### src/core/fma_pkg.sv
// Constants and types shared by the frame memory arbiter and its waitstate timer.
// Assumes one synchronous clock domain; no bus, all configuration arrives on ports.
package fma_pkg;

    // Strategy field encodings
    localparam logic [1:0] FMA_STRAT_CPU_PRIO = 2'h0;
    localparam logic [1:0] FMA_STRAT_ENG_PRIO = 2'h1;
    localparam logic [1:0] FMA_STRAT_LOCK     = 2'h2;
    localparam logic [1:0] FMA_STRAT_MIXED    = 2'h3;

    // Reset values
    localparam logic [1:0] FMA_STRAT_RST      = 2'h0;
    localparam logic [1:0] FMA_WS_RST         = 2'h0;
    localparam logic [2:0] FMA_CNT_RST        = 3'h0;

    // Clock rate, for reference by timing figures
    localparam int FMA_CLK_MHZ = 200;

    // Arbiter states, one-hot
    typedef enum logic [3:0] {
        FMA_ST_CPU    = 4'h1,
        FMA_ST_TO_ENG = 4'h2,
        FMA_ST_ENG    = 4'h4,
        FMA_ST_TO_CPU = 4'h8
    } fma_state_e;

endpackage : fma_pkg

### src/core/fma_wait_if.sv
// Interface between the access sequencer and the waitstate timer.
// Assumes both ends run on the same clock.
`timescale 1ns/1ps
interface fma_wait_if;
    logic       start;     // Pulse: strobe phase begins
    logic       is_reg;    // Access targets internal registers
    logic       mem_ready; // Memory side ready, active high
    logic [1:0] ws;        // Minimum waitstates
    logic       done;      // Pulse: access may complete
    logic       busy;      // Timer running

    modport seq (output start, output is_reg, output mem_ready, output ws,
                 input done, input busy);
    modport tmr (input start, input is_reg, input mem_ready, input ws,
                 output done, output busy);
endinterface : fma_wait_if

### src/core/fma_arbiter.sv
// Frame memory arbiter with memory controller: grants the shared frame memory
// to the host or to the internal bus engine and drives the memory strobes.
// Assumes all inputs synchronous to i_clk_sys; the host and engine drop their
// access request after the done pulse before starting another.
`timescale 1ns/1ps
module fma_arbiter
    import fma_pkg::*;
(
    input  wire logic       i_clk_sys,
    input  wire logic       i_sys_rst,
    input  wire logic [1:0] i_arbitration_strategy,
    input  wire logic [1:0] i_waitstate_count,
    input  wire logic       i_class1_mode,
    input  wire logic       i_host_memory_request,
    input  wire logic       i_host_rd,
    input  wire logic       i_host_wr,
    input  wire logic       i_host_reg_sel,
    input  wire logic       i_eng_req,
    input  wire logic       i_eng_high_prio,
    input  wire logic       i_eng_access,
    input  wire logic       i_eng_write,
    input  wire logic       i_mem_ready,
    output logic            o_host_done,
    output logic            o_reg_rd,
    output logic            o_reg_wr,
    output logic            o_eng_grant,
    output logic            o_eng_done,
    output logic            o_addr_grant,
    output logic            o_data_buf_en,
    output logic            o_memory_chip_select,
    output logic            o_memory_read_strobe,
    output logic            o_memory_write_strobe
);
    fma_state_e state_ff;
    fma_state_e nxt_state;
    logic [1:0] strat_ff;
    logic       acc_active_ff;
    logic       acc_strobe_ff;
    logic       acc_eng_ff;
    logic       acc_write_ff;
    logic       acc_reg_ff;
    logic       acc_hold_ff;
    logic       addr_grant_ff;
    logic       data_buf_en_ff;
    logic       cs_ff;
    logic       rd_ff;
    logic       wr_ff;
    logic       reg_rd_ff;
    logic       reg_wr_ff;
    logic       host_done_ff;
    logic       eng_done_ff;
    logic       st_cpu;
    logic       st_eng;
    logic       eng_first;
    logic       leave_cpu;
    logic       leave_eng;
    logic       host_start;
    logic       eng_start;
    logic       host_wants;

    fma_wait_if wif ();

    fma_wait u_wait (
        .i_clk_sys (i_clk_sys),
        .i_sys_rst (i_sys_rst),
        .wif       (wif)
    );

    // True when the engine outranks the host under the latched strategy
    function automatic logic eng_outranks(input logic [1:0] strat, input logic hi);
        eng_outranks = (strat == FMA_STRAT_ENG_PRIO) ||
                       (strat == FMA_STRAT_MIXED && hi);
    endfunction : eng_outranks

    assign st_cpu     = (state_ff == FMA_ST_CPU);
    assign st_eng     = (state_ff == FMA_ST_ENG);
    assign host_wants = i_host_memory_request;
    assign eng_first  = eng_outranks(strat_ff, i_eng_high_prio);

    // Switch decisions, never while an access is open
    always_comb begin
        leave_cpu = 1'b0;
        leave_eng = 1'b0;
        if (st_cpu && i_eng_req && !acc_active_ff && strat_ff != FMA_STRAT_LOCK) begin
            leave_cpu = eng_first || !host_wants;
        end
        if (st_eng && !acc_active_ff) begin
            if (strat_ff == FMA_STRAT_LOCK) begin
                leave_eng = 1'b1;
            end else if (!i_eng_req) begin
                leave_eng = host_wants || !i_class1_mode;
            end else begin
                leave_eng = host_wants && !eng_first;
            end
        end
    end

    // Access starts are blocked while ownership is about to move
    assign host_start = st_cpu && !leave_cpu && host_wants && (i_host_rd ^ i_host_wr) &&
                        !acc_active_ff && !acc_hold_ff;
    assign eng_start  = st_eng && !leave_eng && i_eng_access && !acc_active_ff &&
                        !acc_hold_ff;

    // Next state; guard states keep grant and host drivers apart
    always_comb begin
        case (state_ff)
            FMA_ST_CPU:    nxt_state = leave_cpu ? FMA_ST_TO_ENG : FMA_ST_CPU;
            FMA_ST_TO_ENG: nxt_state = FMA_ST_ENG;
            FMA_ST_ENG:    nxt_state = leave_eng ? FMA_ST_TO_CPU : FMA_ST_ENG;
            FMA_ST_TO_CPU: nxt_state = FMA_ST_CPU;
            default:       nxt_state = FMA_ST_CPU;
        endcase
    end

    // Arbiter state; initial owner follows the class strap
    always_ff @(posedge i_clk_sys) begin
        if (i_sys_rst) begin
            state_ff <= i_class1_mode ? FMA_ST_ENG : FMA_ST_CPU;
        end else begin
            state_ff <= nxt_state;
        end
    end

    // Strategy latched only between accesses
    always_ff @(posedge i_clk_sys) begin
        if (i_sys_rst) begin
            strat_ff <= FMA_STRAT_RST;
        end else if (!acc_active_ff) begin
            strat_ff <= i_arbitration_strategy;
        end
    end

    // Access sequencer: select phase, then strobe phase until the timer ends it
    always_ff @(posedge i_clk_sys) begin
        if (i_sys_rst) begin
            acc_active_ff <= 1'b0;
            acc_strobe_ff <= 1'b0;
            acc_eng_ff    <= 1'b0;
            acc_write_ff  <= 1'b0;
            acc_reg_ff    <= 1'b0;
        end else if (host_start || eng_start) begin
            acc_active_ff <= 1'b1;
            acc_strobe_ff <= 1'b0;
            acc_eng_ff    <= eng_start;
            acc_write_ff  <= eng_start ? i_eng_write : i_host_wr;
            acc_reg_ff    <= host_start && i_host_reg_sel;
        end else if (wif.done) begin
            acc_active_ff <= 1'b0;
            acc_strobe_ff <= 1'b0;
        end else if (acc_active_ff) begin
            acc_strobe_ff <= 1'b1;
        end
    end

    // Completed access waits for its requester to drop the request
    always_ff @(posedge i_clk_sys) begin
        if (i_sys_rst) begin
            acc_hold_ff <= 1'b0;
        end else if (wif.done) begin
            acc_hold_ff <= 1'b1;
        end else if (acc_eng_ff ? !i_eng_access : !(i_host_rd || i_host_wr)) begin
            acc_hold_ff <= 1'b0;
        end
    end

    // Timer hookup; waitstates apply to every access type
    assign wif.start     = acc_active_ff && !acc_strobe_ff && !wif.busy;
    assign wif.is_reg    = acc_reg_ff;
    assign wif.mem_ready = i_mem_ready;
    assign wif.ws        = i_waitstate_count;

    // Pin drivers: grant only in engine state, host buffers only in CPU state
    always_ff @(posedge i_clk_sys) begin
        if (i_sys_rst) begin
            addr_grant_ff  <= 1'b0;
            data_buf_en_ff <= 1'b0;
        end else begin
            addr_grant_ff  <= (nxt_state == FMA_ST_ENG);
            data_buf_en_ff <= (nxt_state == FMA_ST_CPU) && host_wants;
        end
    end

    // Memory strobes: host chip select follows its request except on register accesses; engine select and all read/write strobes are generated
    always_ff @(posedge i_clk_sys) begin
        if (i_sys_rst) begin
            cs_ff     <= 1'b0;
            rd_ff     <= 1'b0;
            wr_ff     <= 1'b0;
            reg_rd_ff <= 1'b0;
            reg_wr_ff <= 1'b0;
        end else begin
            cs_ff     <= (st_cpu && host_wants && !i_host_reg_sel && !leave_cpu) ||
                         (acc_active_ff && acc_eng_ff && !wif.done);
            rd_ff     <= acc_strobe_ff && !wif.done && !acc_reg_ff && !acc_write_ff;
            wr_ff     <= acc_strobe_ff && !wif.done && !acc_reg_ff && acc_write_ff;
            reg_rd_ff <= acc_strobe_ff && wif.done && acc_reg_ff && !acc_write_ff;
            reg_wr_ff <= acc_strobe_ff && wif.done && acc_reg_ff && acc_write_ff;
        end
    end

    // Completion pulses to each requester
    always_ff @(posedge i_clk_sys) begin
        if (i_sys_rst) begin
            host_done_ff <= 1'b0;
            eng_done_ff  <= 1'b0;
        end else begin
            host_done_ff <= wif.done && !acc_eng_ff;
            eng_done_ff  <= wif.done && acc_eng_ff;
        end
    end

    assign o_host_done           = host_done_ff;
    assign o_reg_rd              = reg_rd_ff;
    assign o_reg_wr              = reg_wr_ff;
    assign o_eng_grant           = st_eng;
    assign o_eng_done            = eng_done_ff;
    assign o_addr_grant          = addr_grant_ff;
    assign o_data_buf_en         = data_buf_en_ff;
    assign o_memory_chip_select  = cs_ff;
    assign o_memory_read_strobe  = rd_ff;
    assign o_memory_write_strobe = wr_ff;

    // Helper: strobe length of the current memory access
    logic [3:0] stb_len_ff;
    always_ff @(posedge i_clk_sys) begin
        if (i_sys_rst || !(rd_ff || wr_ff)) begin
            stb_len_ff <= 4'h0;
        end else if (stb_len_ff != 4'hf) begin
            stb_len_ff <= stb_len_ff + 4'h1;
        end
    end
endmodule : fma_arbiter

### src/core/fma_wait.sv
// Waitstate timer: holds an access open for the minimum waitstate count
// and then until the memory reports ready. Register accesses skip the ready.
`timescale 1ns/1ps
module fma_wait
    import fma_pkg::*;
(
    input  wire logic i_clk_sys,
    input  wire logic i_sys_rst,
    fma_wait_if.tmr   wif
);
    logic       run_ff;
    logic [2:0] cnt_ff;
    logic [1:0] ws_ff;
    logic       reg_ff;

    // Done once the strobe has run one cycle past the waitstate count and the
    // target is ready; the strobe spans ws+1 cycles, so each waitstate adds one
    assign wif.done = run_ff && (cnt_ff > {1'b0, ws_ff}) && (reg_ff || wif.mem_ready);
    assign wif.busy = run_ff;

    // Count strobe cycles; settings are latched so a change mid-access has no effect
    always_ff @(posedge i_clk_sys) begin
        if (i_sys_rst) begin
            run_ff <= 1'b0;
            cnt_ff <= FMA_CNT_RST;
            ws_ff  <= FMA_WS_RST;
            reg_ff <= 1'b0;
        end else if (wif.start) begin
            run_ff <= 1'b1;
            cnt_ff <= FMA_CNT_RST;
            ws_ff  <= wif.ws;
            reg_ff <= wif.is_reg;
        end else if (wif.done) begin
            run_ff <= 1'b0;
        end else if (run_ff && cnt_ff != 3'h7) begin
            cnt_ff <= cnt_ff + 3'h1; // Saturates while waiting on a slow memory
        end
    end

endmodule : fma_wait

### config.mk
export PLATFORM = sky130hd
export DESIGN_NAME = fma_arbiter
export DESIGN_NICKNAME = d
export VERILOG_FILES = /design/src/core/fma_pkg.sv /design/src/core/fma_wait_if.sv /design/src/core/fma_arbiter.sv /design/src/core/fma_wait.sv
export SDC_FILE = /design/constraint.sdc
export NUM_CORES = 1
export LEC_CHECK = 0
export ABC_AREA = 1
export BUFFER_PORTS_ARGS = -buffer_cell sky130_fd_sc_hd__buf_4
export CELL_PAD_IN_SITES_DETAIL_PLACEMENT = 0
export CELL_PAD_IN_SITES_GLOBAL_PLACEMENT = 2
export CORE_MARGIN = 8
export CORE_UTILIZATION = 30
export CTS_CLUSTER_DIAMETER = 120
export DETAILED_ROUTE_END_ITERATION = 8
export MAX_ROUTING_LAYER = met4
export PLACE_DENSITY_LB_ADDON = 0.1
export SYNTH_ARGS = -nofsm -noshare
export SYNTH_HDL_FRONTEND = slang
export SYNTH_HIERARCHICAL = 1
export SYNTH_SLANG_ARGS = --single-unit
### constraint.sdc
create_clock -name i_clk_sys -period 1.8 [get_ports i_clk_sys]
set_input_delay 0.36 -clock i_clk_sys [delete_from_list [all_inputs] [get_ports i_clk_sys]]
set_output_delay 0.36 -clock i_clk_sys [all_outputs]
set_load 0.02 [all_outputs]
== After elaboration in Yosys (flattened, before gate mapping) ==
Cells that the tools add are included.
Widths: inputs -> output; s select.
Cells by class
  $lt $le $gt $ge: 1
  mux-type cells: 16
  bitwise gates (word level): 2
  $add $sub $neg: 1
  eq/ne operators: 10
  reductions and logical operators: 66
Operators by type and width (count)
  $logic_and 1x1->1: 37
  $logic_not 1->1: 16
  $pmux 4 s3: 1
  $mux 1: 11
  $eq 4x1->1 const B: 2
  $eq 4x3->1 const B: 2
  $mux 4: 2
  $logic_or 1x1->1: 7
  $reduce_bool 2->1: 3
  $eq 2x2->1 const B: 2
  $eq 4x2->1 const B: 1
  $add 3x1->3 const B: 1
  $gt 3x2->1: 1
  $mux 3: 1
  $ne 3x3->1 const B: 1
  $reduce_or 3->1: 1
  $eq 2x1->1 const B: 1
  $mux 2: 1
  $ne 2x2->1 const B: 1
  $reduce_and 2->1: 1
  $reduce_or 2->1: 1
  $not 1->1: 1
  $xor 1x1->1: 1
Storage, ports and cells
  logic and storage cells: 117
  input port bits: 16
  output and inout port bits: 10
  flip-flop bits (word level): 28

== Longest topological paths before layout ==
Gate-level depths: netlist of run 1.
  depth after elaboration: 15
  depth in mapped cells: 10
  mapped depth without buffers: 10

== Modules after synthesis ==
The synthesis of run 1 kept the hierarchy.
Modules (own cells, without submodules)
  fma_arbiter: area each 863.3 um2, seq. area each 420.4 um2, cells an instance 111, instances 1
  fma_wait: area each 394.1 um2, seq. area each 140.1 um2, cells an instance 51, instances 1

== Worst setup path before layout of run 1 ==
OpenSTA, ideal clock, no wires.
  path kind: reg2reg
  start point: register u_wait.cnt_ff[0]
  end point: register acc_active_ff
  slack: 0.450 ns
  library setup time: 0.115 ns
  period minus slack after synthesis: 1.350 ns
  data required time: 1.685 ns
  arrival time: 1.235 ns
  buffers on the path: 0
  cell stages (with the launch flop): 9
  cells stage by stage: dfxtp_1 -> inv_1 -> ha_1 -> nand3_2 -> nand3_4 -> inv_1 -> nor2_1 -> o21ai_0 -> inv_1
On the way
  longest elaborated chain between the ends: 4
Ends and longest elaborated chain
  start: declaration: line fma_wait.sv:12  | logic [2:0] cnt_ff;
  start signal: assignment: line fma_wait.sv:36  | cnt_ff <= cnt_ff + 3'h1;
  $gt 3x2->1: line fma_wait.sv:18  | assign wif.done = run_ff && (cnt_ff > {1'b0, ws_ff}) && (reg_ff || wif.mem_ready);
  $logic_and 1x1->1 (2 in series): line fma_wait.sv:18
  net wif.done: line fma_wait_if.sv:9  | logic done;
  $reduce_bool 2->1 (no line)
  end signal: assignment: line fma_arbiter.sv:136  | acc_active_ff <= 1'b0;
  end signal: assignment: line fma_arbiter.sv:142  | acc_active_ff <= 1'b1;
  end signal: assignment: line fma_arbiter.sv:148  | acc_active_ff <= 1'b0;
  end: declaration: line fma_arbiter.sv:37  | logic acc_active_ff;
The timed path passes the listed nets, and every way through them passes these cells.
A chain may end at the register's enable or synchronous reset.

== Worst setup path after layout of run 1 ==
  start point: register state_ff[0]
  end point: output port o_eng_grant
On the way
  longest elaborated chain between the ends: 1
Ends and longest elaborated chain
  start: declaration: line fma_arbiter.sv:34  | fma_state_e state_ff;
  start signal: assignment: line fma_arbiter.sv:118  | state_ff <= i_class1_mode ? FMA_ST_ENG : FMA_ST_CPU;
  start signal: assignment: line fma_arbiter.sv:120  | state_ff <= nxt_state;
  $eq 4x3->1: line fma_arbiter.sv:76  | assign st_eng = (state_ff == FMA_ST_ENG);
  end: declaration: line fma_arbiter.sv:26  | output logic o_eng_grant,
Every way passes these cells.

==> flow_summary.yaml, run 1 <==
global_route:
  grt_pass1_vias: 1109
  grt_max_degree: 19
  grt_pass1_wl_um: 4820
  overflow: 0
  grt_use_total: 0.0940
  antenna_found_initial: 0
timing:
  timing.final.crit_share: 0.862
  setup_viol: 0
  fin_crit_ns: 1.55
  tightest_slew_ns: 0.341
  fin_skew_ns: 0.00351
  whs_ns: 0.308
  relSlewSlack: 0.772
  rsz0062_at_grt: "no"
  clock.fmax_mhz: 645
  final.setup.tns_ns: 0
  slew_violations: 0
  hold_viol: 0
  fin_ws_ns: 0.248
critical_path:
  cp_cell_sequence: "nor2_1 > nand3_1 > inv_1 > buf_4"
  start_kind: "flop"
  path_class: "flop to output pin"
  slowest_delay_ns: 0.32
  required_ns: 1.44
  cp_max_fo: 3
  crit_slowest_cell: "dfxtp_1"
  critPathArrivalTime_ns: 1.19
  end_kind: "output pin"
placed_design:
  place_ws_ns: 0.288
  port_buffers: 25
  dp_hpwl_um: 2260
  place_congestion: 0.754
clock_network:
  h-tree-depth: 1
  cts_resized: 0
  clk_latency_ns: 0.27
  cts_tree: "done"
  numClockSinks: 28
  holdBufCountCts: 0
  clkTransAtPathRegs_ns: 0.09
  cts_buffers: 3
  root_buffer: "clkbuf_8"
  post_cts_buffers: 0
  cts_buffer_depth: 2
power_and_ir_drop:
  p_comb_frac: 0.192
  internal_power_w: 0.000959
  swShare: 0.275
  power.switching_w: 0.000365
  ir_worst_vdd_mv: 0.330
  p_per_area_nw_per_um2: 845
  p_leak_nw: 0.725
  seqPwrFrac: 0.520
  finalPower_w: 0.00132
  clockPowerShare: 0.289
status:
  status: "completed"
die:
  core-area_sq_um: 4030
  die-area_sq_um: 6520
  start_util: 0.312
  rows: 23
  die_w_um: 80.7
  pin_count: 26
  dieHeight_um: 80.7
detailed_routing:
  viasPerCell: 4.68
  dr.pass1.iters: 4
  wirelength_um: 2800
  drt_iter0_markers: 47
  vias: 1128
  drc: 0
  wl_per_cell_um: 11.6
  ant_nets: 0
synth:
  synthesis.nets: 183
  ys_ff_latch: 28
  ys_seq_area_frac: 0.446
  synthCells: 162
  synth_warnings: 6
  syn_area_sq_um: 1260
  synth-compound-area-share: 0.0945
  synth_cell_types: 21
  synth_top_family_by_area: "simple AND/OR/NAND/NOR gates"
  synth_fa_ha_area_frac: 0.0498
  muxShareOfSynthArea: 0
  synth.avg_cell_area_sq_um: 7.76
  synthXorXnorAreaFrac: 0
  yosys.area_share.simple: 0.332
layout:
  drive_above_1_share: 0.246
  fillers: 434
  nets: 213
  area_growth_pct: 24.6
  final_core_util: 0.389
  antenna_cells: 0
flow_run:
  maxCapViolations: 0
min_path:
  hold_class: "input pin to flop"
[Yosys cell counts]
| cell | instances | area, sq um |
|---|---|---|
| nor2_4 | 1 | 11.3 |
| nand3_1 | 10 | 50.1 |
| nand4_1 | 3 | 18.8 |
| ha_1 | 5 | 62.6 |
| nor3_1 | 6 | 30.0 |
| a21oi_4 | 1 | 16.3 |
| nor2_2 | 2 | 12.5 |
| nand2_2 | 4 | 25.0 |
| clkbuf_1 | 1 | 3.75 |
| inv_2 | 3 | 11.3 |
| nand3b_1 | 2 | 15.0 |
| nor2_1 | 24 | 90.1 |
| nand2_1 | 22 | 82.6 |
| dfxtp_1 | 28 | 561 |
| a21oi_1 | 11 | 55.1 |
| nand3_2 | 5 | 50.1 |
| nand3_4 | 1 | 17.5 |
| a211oi_1 | 1 | 7.51 |
| nor3b_1 | 2 | 15.0 |
| o21ai_0 | 8 | 40.0 |
| inv_1 | 22 | 82.6 |
[placed cells by master, fill, tap and decap left out]
cell and count:
a21oi_1 11, a211oi_1 1, nor3b_1 2, nand3_1 10, nand2_2 4, o21ai_0 8
buf_4 26, nor2_4 1, nor3_1 6, nand2_1 22, a21oi_4 1, inv_1 22
clkbuf_8 4, nand3b_1 2, nand4_1 3, ha_1 5, dfxtp_1 28, nor2_2 2
inv_2 3, nor2_1 24, nand3_4 1, nand3_2 5
[kinds of logic (layout without fill, tap and decap cells)]
logic type / Yosys count / in the layout
flops: 28 / 28
simple gates: 82 / 82
buf+inv: 26 / 55
compound gates: 21 / 21
fa+ha+maj: 5 / 5
[per-layer routing]
layer | vias to the layer above | track usage | share of wire
li1 | 582 | - | -
met1 | 519 | 0.112 | 0.48
met2 | 25 | 0.152 | 0.46
met3 | 2 | 0.0221 | 0.051
met4 | 0 | 0.0321 | 0.0061
met5 | - | - | 0
[layout make-up]
class                           instances  area [sq um]  share of cell area
Clock buffer                            4          55.1              0.0351
Inverter                               25          93.8              0.0599
Tap cell                               50          62.6              0.0399
Multi-Input combinational cell        108           599               0.383
Timing Repair Buffer                   26           195               0.125
Sequential cell                        28           561               0.358
[path summary, 6_finish.rpt]
kind | start | endpoint | slack [ns] | cells after the start
max | state_ff[0]$_DFF_P_ | o_eng_grant | 0.25 | 4
min | i_class1_mode | state_ff[2]$_DFF_P_ | 0.31 | 3
max reg2reg | u_wait/cnt_ff[1]$_SDFFE_PP0P_ | acc_active_ff$_SDFFE_PP0P_ | 0.33 | 8
min reg2reg | u_wait/reg_ff$_SDFFE_PP0P_ | u_wait/reg_ff$_SDFFE_PP0P_ | 0.47 | 2
[critical path, delay by kind of cell, from the launching register on]
| family | cells | cell delay (ns) |
|---|---|---|
| buffers and inverters | 2 | 0.32 |
| and+or+nand+nor | 2 | 0.28 |
| DFF | 1 | 0.32 |
[flip-flops by register name, indices dropped and copies added, names as in the netlist, 2 cells and up]
signal,cells
u_wait/cnt_ff,3
strat_ff,2
u_wait/ws_ff,2
state_ff,4
[power groups by stage]
stage / Sequential (W) / Clock (W) / Combinational [W]
finish: 0.000688 / 0.000382 / 0.000254
global route: 0.000694 / 0.000434 / 0.000288
detailed placement: 0.000703 / 0 / 0.000258
global placement: 0.000703 / 0 / 0.000254
floorplan: 0.000700 / 0 / 0.000175
CTS: 0.000688 / 0.000404 / 0.000259
[metrics by stage]
step | std cells | cell area, sq um
after CTS | 241 | 1570
after floorplan | 162 | 1260
after global routing | 241 | 1570
after detailed placement | 237 | 1510
final | 241 | 1570
after global placement | 237 | 1510
Note: power is estimated with default switching activity, not from simulation.
==> run 2: changes to the inputs <==
==> constraint.sdc (replaced) <==
create_clock -name i_clk_sys -period 1.6 [get_ports i_clk_sys]
set_input_delay 0.32 -clock i_clk_sys [delete_from_list [all_inputs] [get_ports i_clk_sys]]
set_output_delay 0.32 -clock i_clk_sys [all_outputs]
set_load 0.02 [all_outputs]
==> flow_summary.yaml, run 2 (synthesis results as in run 1) <==
critical_path:
  required_ns: 1.28
  end_kind: "output pin"
  path_class: "flop to output pin"
  startpoint: "state_ff[0]$_DFF_P_"
  cp_max_fo: 3
  rr_startpoint: "u_wait/cnt_ff[0]$_SDFFE_PP0P_"
  start_kind: "flop"
  critPathArrivalTime_ns: 1.21
layout:
  antenna_cells: 0
  drive_above_1_share: 0.250
  reg_top3: "state_ff: 4 flops, u_wait/cnt_ff: 3 flops"
  largest_reg_flops: 4
  area_growth_pct: 25.2
  fillers: 438
  regArea_sq_um: 561
  multi_input_area_sq_um: 599
  final_common_cell: "dfxtp_1"
  top_register: "state_ff"
  mostFrequentLayoutCells: "28 x dfxtp_1, 27 x buf_4, 24 x nor2_1"
  nets: 214
die:
  die-area_sq_um: 6520
  core-area_sq_um: 4030
  dieHeight_um: 80.7
  die_w_um: 80.7
  pin_count: 26
  start_util: 0.312
  rows: 23
timing:
  setup_viol: 0
  fin_crit_ns: 1.53
  timing.final.crit_share: 0.954
  rsz0062_at_grt: "no"
  clock.fmax_mhz: 655
  fin_skew_ns: 0.00232
  hold_viol: 0
  final.setup.tns_ns: 0
  tightest_slew_ns: 0.370
  relSlewSlack: 0.753
  slew_violations: 0
power_and_ir_drop:
  finalPower_w: 0.00150
  p_per_area_nw_per_um2: 956
  p_leak_nw: 0.729
  ir_worst_vdd_mv: 0.323
clock_network:
  post_cts_buffers: 0
  clkTransAtPathRegs_ns: 0.10
  root_buffer: "clkbuf_8"
  h-tree-depth: 1
  numClockSinks: 28
  cts_tree: "done"
  holdBufCountCts: 0
  cts_buffers: 3
  cts_buffer_depth: 2
  cts_resized: 0
  clk_latency_ns: 0.27
detailed_routing:
  wirelength_um: 2920
  ant_nets: 0
  viasPerCell: 4.57
  dr.pass1.iters: 4
  drc: 0
  vias: 1105
  drt_iter0_markers: 45
  wl_per_cell_um: 12.1
placed_design:
  dp_hpwl_um: 2290
  place_congestion: 0.748
  port_buffers: 25
min_path:
  hold_class: "input pin to flop"
  hold_path.startpoint: "i_class1_mode"
global_route:
  grt_pass1_wl_um: 4860
  grt_max_degree: 19
  grt_use_total: 0.0967
  overflow: 0
  grt_pass1_vias: 1085
  antenna_found_initial: 0
status:
  status: "completed"
flow_run:
  maxCapViolations: 0
==> run 2: cell count changes in the layout (fill, tap and decap cells not counted), sizes merged <==
cell,delta
buf,+1
==> run 2: where the power goes <==
group          internal (W)  switching (W)  leakage [nW]
sequential         0.000739      0.0000350         0.228
clock              0.000220       0.000220        0.0288
combinational      0.000121       0.000169         0.472
==> run 2: final cells by class <==
| type | count | area share |
|---|---|---|
| multi-input cells | 108 | 0.381 |
| flip-flops and latches | 28 | 0.356 |
| repair buffers | 27 | 0.129 |
| inverters | 25 | 0.0596 |
| well taps | 50 | 0.0397 |
| clock buffers | 4 | 0.0350 |
==> run 2: critical path: stages, from the launching register on <==
cell and delay [ns]:
dfxtp_1 0.32, nor2_1 0.13, nand3_1 0.15, inv_1 0.16
buf_4 0.16
==> run 2: stage by stage <==
stage          hold WS (ns)  cell area (sq um)   util  setup slack (ns)  instances
4_1_cts               0.264               1570  0.391            0.0600        242
5_1_grt               0.275               1570  0.391            0.0136        242
3_3_place_gp          0.453               1520  0.377             0.155        238
2_1_floorplan         0.389               1260      -             0.250        162
3_5_place_dp          0.463               1520  0.377             0.104        238
6_report              0.273               1570  0.391            0.0741        242
==> run 2: path summary, 6_finish.rpt <==
kind         slack, ns                         endpoint  cells past startpoint
min reg2reg       0.48       u_wait/reg_ff$_SDFFE_PP0P_                      2
max               0.07                      o_eng_grant                      4
max reg2reg       0.19  o_memory_chip_select$_SDFF_PP0_                      8
min               0.27              state_ff[2]$_DFF_P_                      3
==> run 2: layer usage <==
layer  GRT usage  routed length, um  vias up
met3      0.0287                181        2
li1            -                  -      580
met5           -                  0        -
met1       0.116               1370      502
met4      0.0375                 17        0
met2       0.148               1350       21
==> run 3: changes to the inputs <==
--- a/config.mk
+++ b/config.mk
@@ -9,7 +9,7 @@
 export BUFFER_PORTS_ARGS = -buffer_cell sky130_fd_sc_hd__buf_4
 export CELL_PAD_IN_SITES_DETAIL_PLACEMENT = 0
 export CELL_PAD_IN_SITES_GLOBAL_PLACEMENT = 2
-export CORE_MARGIN = 8
+export CORE_MARGIN = 1
 export CORE_UTILIZATION = 30
 export CTS_CLUSTER_DIAMETER = 120
 export DETAILED_ROUTE_END_ITERATION = 8
==> flow_summary.yaml, run 3 (synthesis results as in run 1) <==
status:
  status: "completed"
clock_network:
  cts_buffer_depth: 2
  cts_tree: "done"
  h-tree-depth: 1
  clk_latency_ns: 0.28
  holdBufCountCts: 0
  cts_buffers: 3
  cts_resized: 0
  clkTransAtPathRegs_ns: 0.10
  root_buffer: "clkbuf_8"
  numClockSinks: 28
  post_cts_buffers: 0
placed_design:
  port_buffers: 25
  place_congestion: 0.708
  dp_hpwl_um: 2060
power_and_ir_drop:
  p_per_area_nw_per_um2: 1020
  seqPwrFrac: 0.478
  clockPowerShare: 0.347
  swShare: 0.263
  finalPower_w: 0.00162
  p_comb_frac: 0.176
  ir_worst_vdd_mv: 0.322
  internal_power_w: 0.00120
  p_leak_nw: 0.730
  power.switching_w: 0.000426
die:
  die-area_sq_um: 4450
  core-area_sq_um: 4000
  start_util: 0.314
  dieHeight_um: 66.7
  rows: 23
  die_w_um: 66.7
  pin_count: 26
critical_path:
  reg2reg_slack_ns: 0.15
  start_kind: "flop"
  cp_num_cells: 4
  crit_family: "flip-flops"
  rr_startpoint: "u_wait/cnt_ff[1]$_SDFFE_PP0P_"
  slowest_delay_ns: 0.32
  cp_cell_sequence: "nor2_1 > nand3_1 > inv_1 > buf_4"
  startpoint: "state_ff[0]$_DFF_P_"
  required_ns: 1.28
  critPathArrivalTime_ns: 1.15
  cp_max_fo: 3
  r2r_cells: 8
  r2r-end: "acc_active_ff$_SDFFE_PP0P_"
  crit_slowest_cell: "dfxtp_1"
  end_kind: "output pin"
  cp.buffers_inverters: 2
  path_class: "flop to output pin"
min_path:
  holdPathStages: 3
  worstHoldEndpoint: "state_ff[2]$_DFF_P_"
  hold_path.startpoint: "i_class1_mode"
  hold_class: "input pin to flop"
timing:
  slew_violations: 0
  hold_viol: 0
  clock.fmax_mhz: 680
  fin_skew_ns: 0.00399
  final.setup.tns_ns: 0
  timing.final.crit_share: 0.919
  rsz0062_at_grt: "no"
  relSlewSlack: 0.780
  setup_viol: 0
  tightest_slew_ns: 0.329
  fin_crit_ns: 1.47
flow_run:
  maxCapViolations: 0
layout:
  final_core_util: 0.396
  nets: 213
  multi_input_area_sq_um: 599
  final_common_cell: "dfxtp_1"
  fillers: 435
  drive_above_1_share: 0.257
  reg_top3: "state_ff: 4 flops, u_wait/cnt_ff: 3 flops"
  regArea_sq_um: 562
  mostFrequentLayoutCells: "27 x dfxtp_1, 26 x buf_4, 24 x nor2_1"
  top_register: "state_ff"
  area_growth_pct: 26.0
  antenna_cells: 0
  largest_reg_flops: 4
global_route:
  grt_pass1_wl_um: 4260
  overflow: 0
  grt_use_total: 0.133
  grt_max_degree: 19
  antenna_found_initial: 0
  grt_pass1_vias: 989
detailed_routing:
  drt_iter0_markers: 12
  wirelength_um: 2630
  viasPerCell: 4.49
  ant_nets: 0
  vias: 1083
  dr.pass1.iters: 4
  drc: 0
  wl_per_cell_um: 10.9
[run 3: power groups by stage]
stage | Combinational (W) | Clock, W | Sequential (W)
global route | 0.000325 | 0.000610 | 0.000781
finish | 0.000285 | 0.000562 | 0.000775
global placement | 0.000284 | 0 | 0.000790
detailed placement | 0.000289 | 0 | 0.000791
floorplan | 0.000197 | 0 | 0.000788
CTS | 0.000291 | 0.000578 | 0.000775
[run 3: how the worst max path moves through the flow]
stage               slack [ns]                    endpoint
finish                    0.13                 o_eng_grant
global placement          0.08  acc_active_ff$_SDFFE_PP0P_
global route             0.004  acc_active_ff$_SDFFE_PP0P_
CTS                       0.06  acc_active_ff$_SDFFE_PP0P_
detailed placement        0.08  acc_active_ff$_SDFFE_PP0P_
floorplan                 0.25  acc_active_ff$_SDFFE_PP0P_
[run 3: area by class of cell]
class | count | area share
inverter | 25 | 0.0592
sequential | 28 | 0.355
clock buffer | 3 | 0.0261
timing repair buffer | 26 | 0.123
tap | 50 | 0.0395
clock inverter | 1 | 0.0190
multi-input combinational | 108 | 0.378
[run 3: per-layer routing]
metal | vias up | track usage | wire [um]
li1 | 583 | - | -
met1 | 478 | 0.152 | 1250
met2 | 18 | 0.229 | 1250
met3 | 4 | 0.0274 | 86
met4 | 0 | 0.0479 | 34
met5 | - | - | 0
[run 3: per-stage QoR]
| step | std cells | instance area (sq um) | setup WS, ns | hold WS, ns |
|---|---|---|---|---|
| 6_report | 241 | 1580 | 0.130 | 0.272 |
| 5_1_grt | 241 | 1580 | 0.00360 | 0.299 |
| 4_1_cts | 241 | 1580 | 0.0638 | 0.274 |
| 3_5_place_dp | 237 | 1510 | 0.0802 | 0.463 |
| 3_3_place_gp | 237 | 1510 | 0.0834 | 0.462 |
| 2_1_floorplan | 162 | 1260 | 0.250 | 0.389 |
[run 3: worst register-to-register path: stages, from the launching register on]
cell and delay (ns):
dfxtp_1 0.35, ha_1 0.33, nand3_2 0.09, nand2_2 0.08, nand3_4 0.11, inv_2 0.12, nor2_1 0.07, o21ai_0 0.16
inv_1 0.05
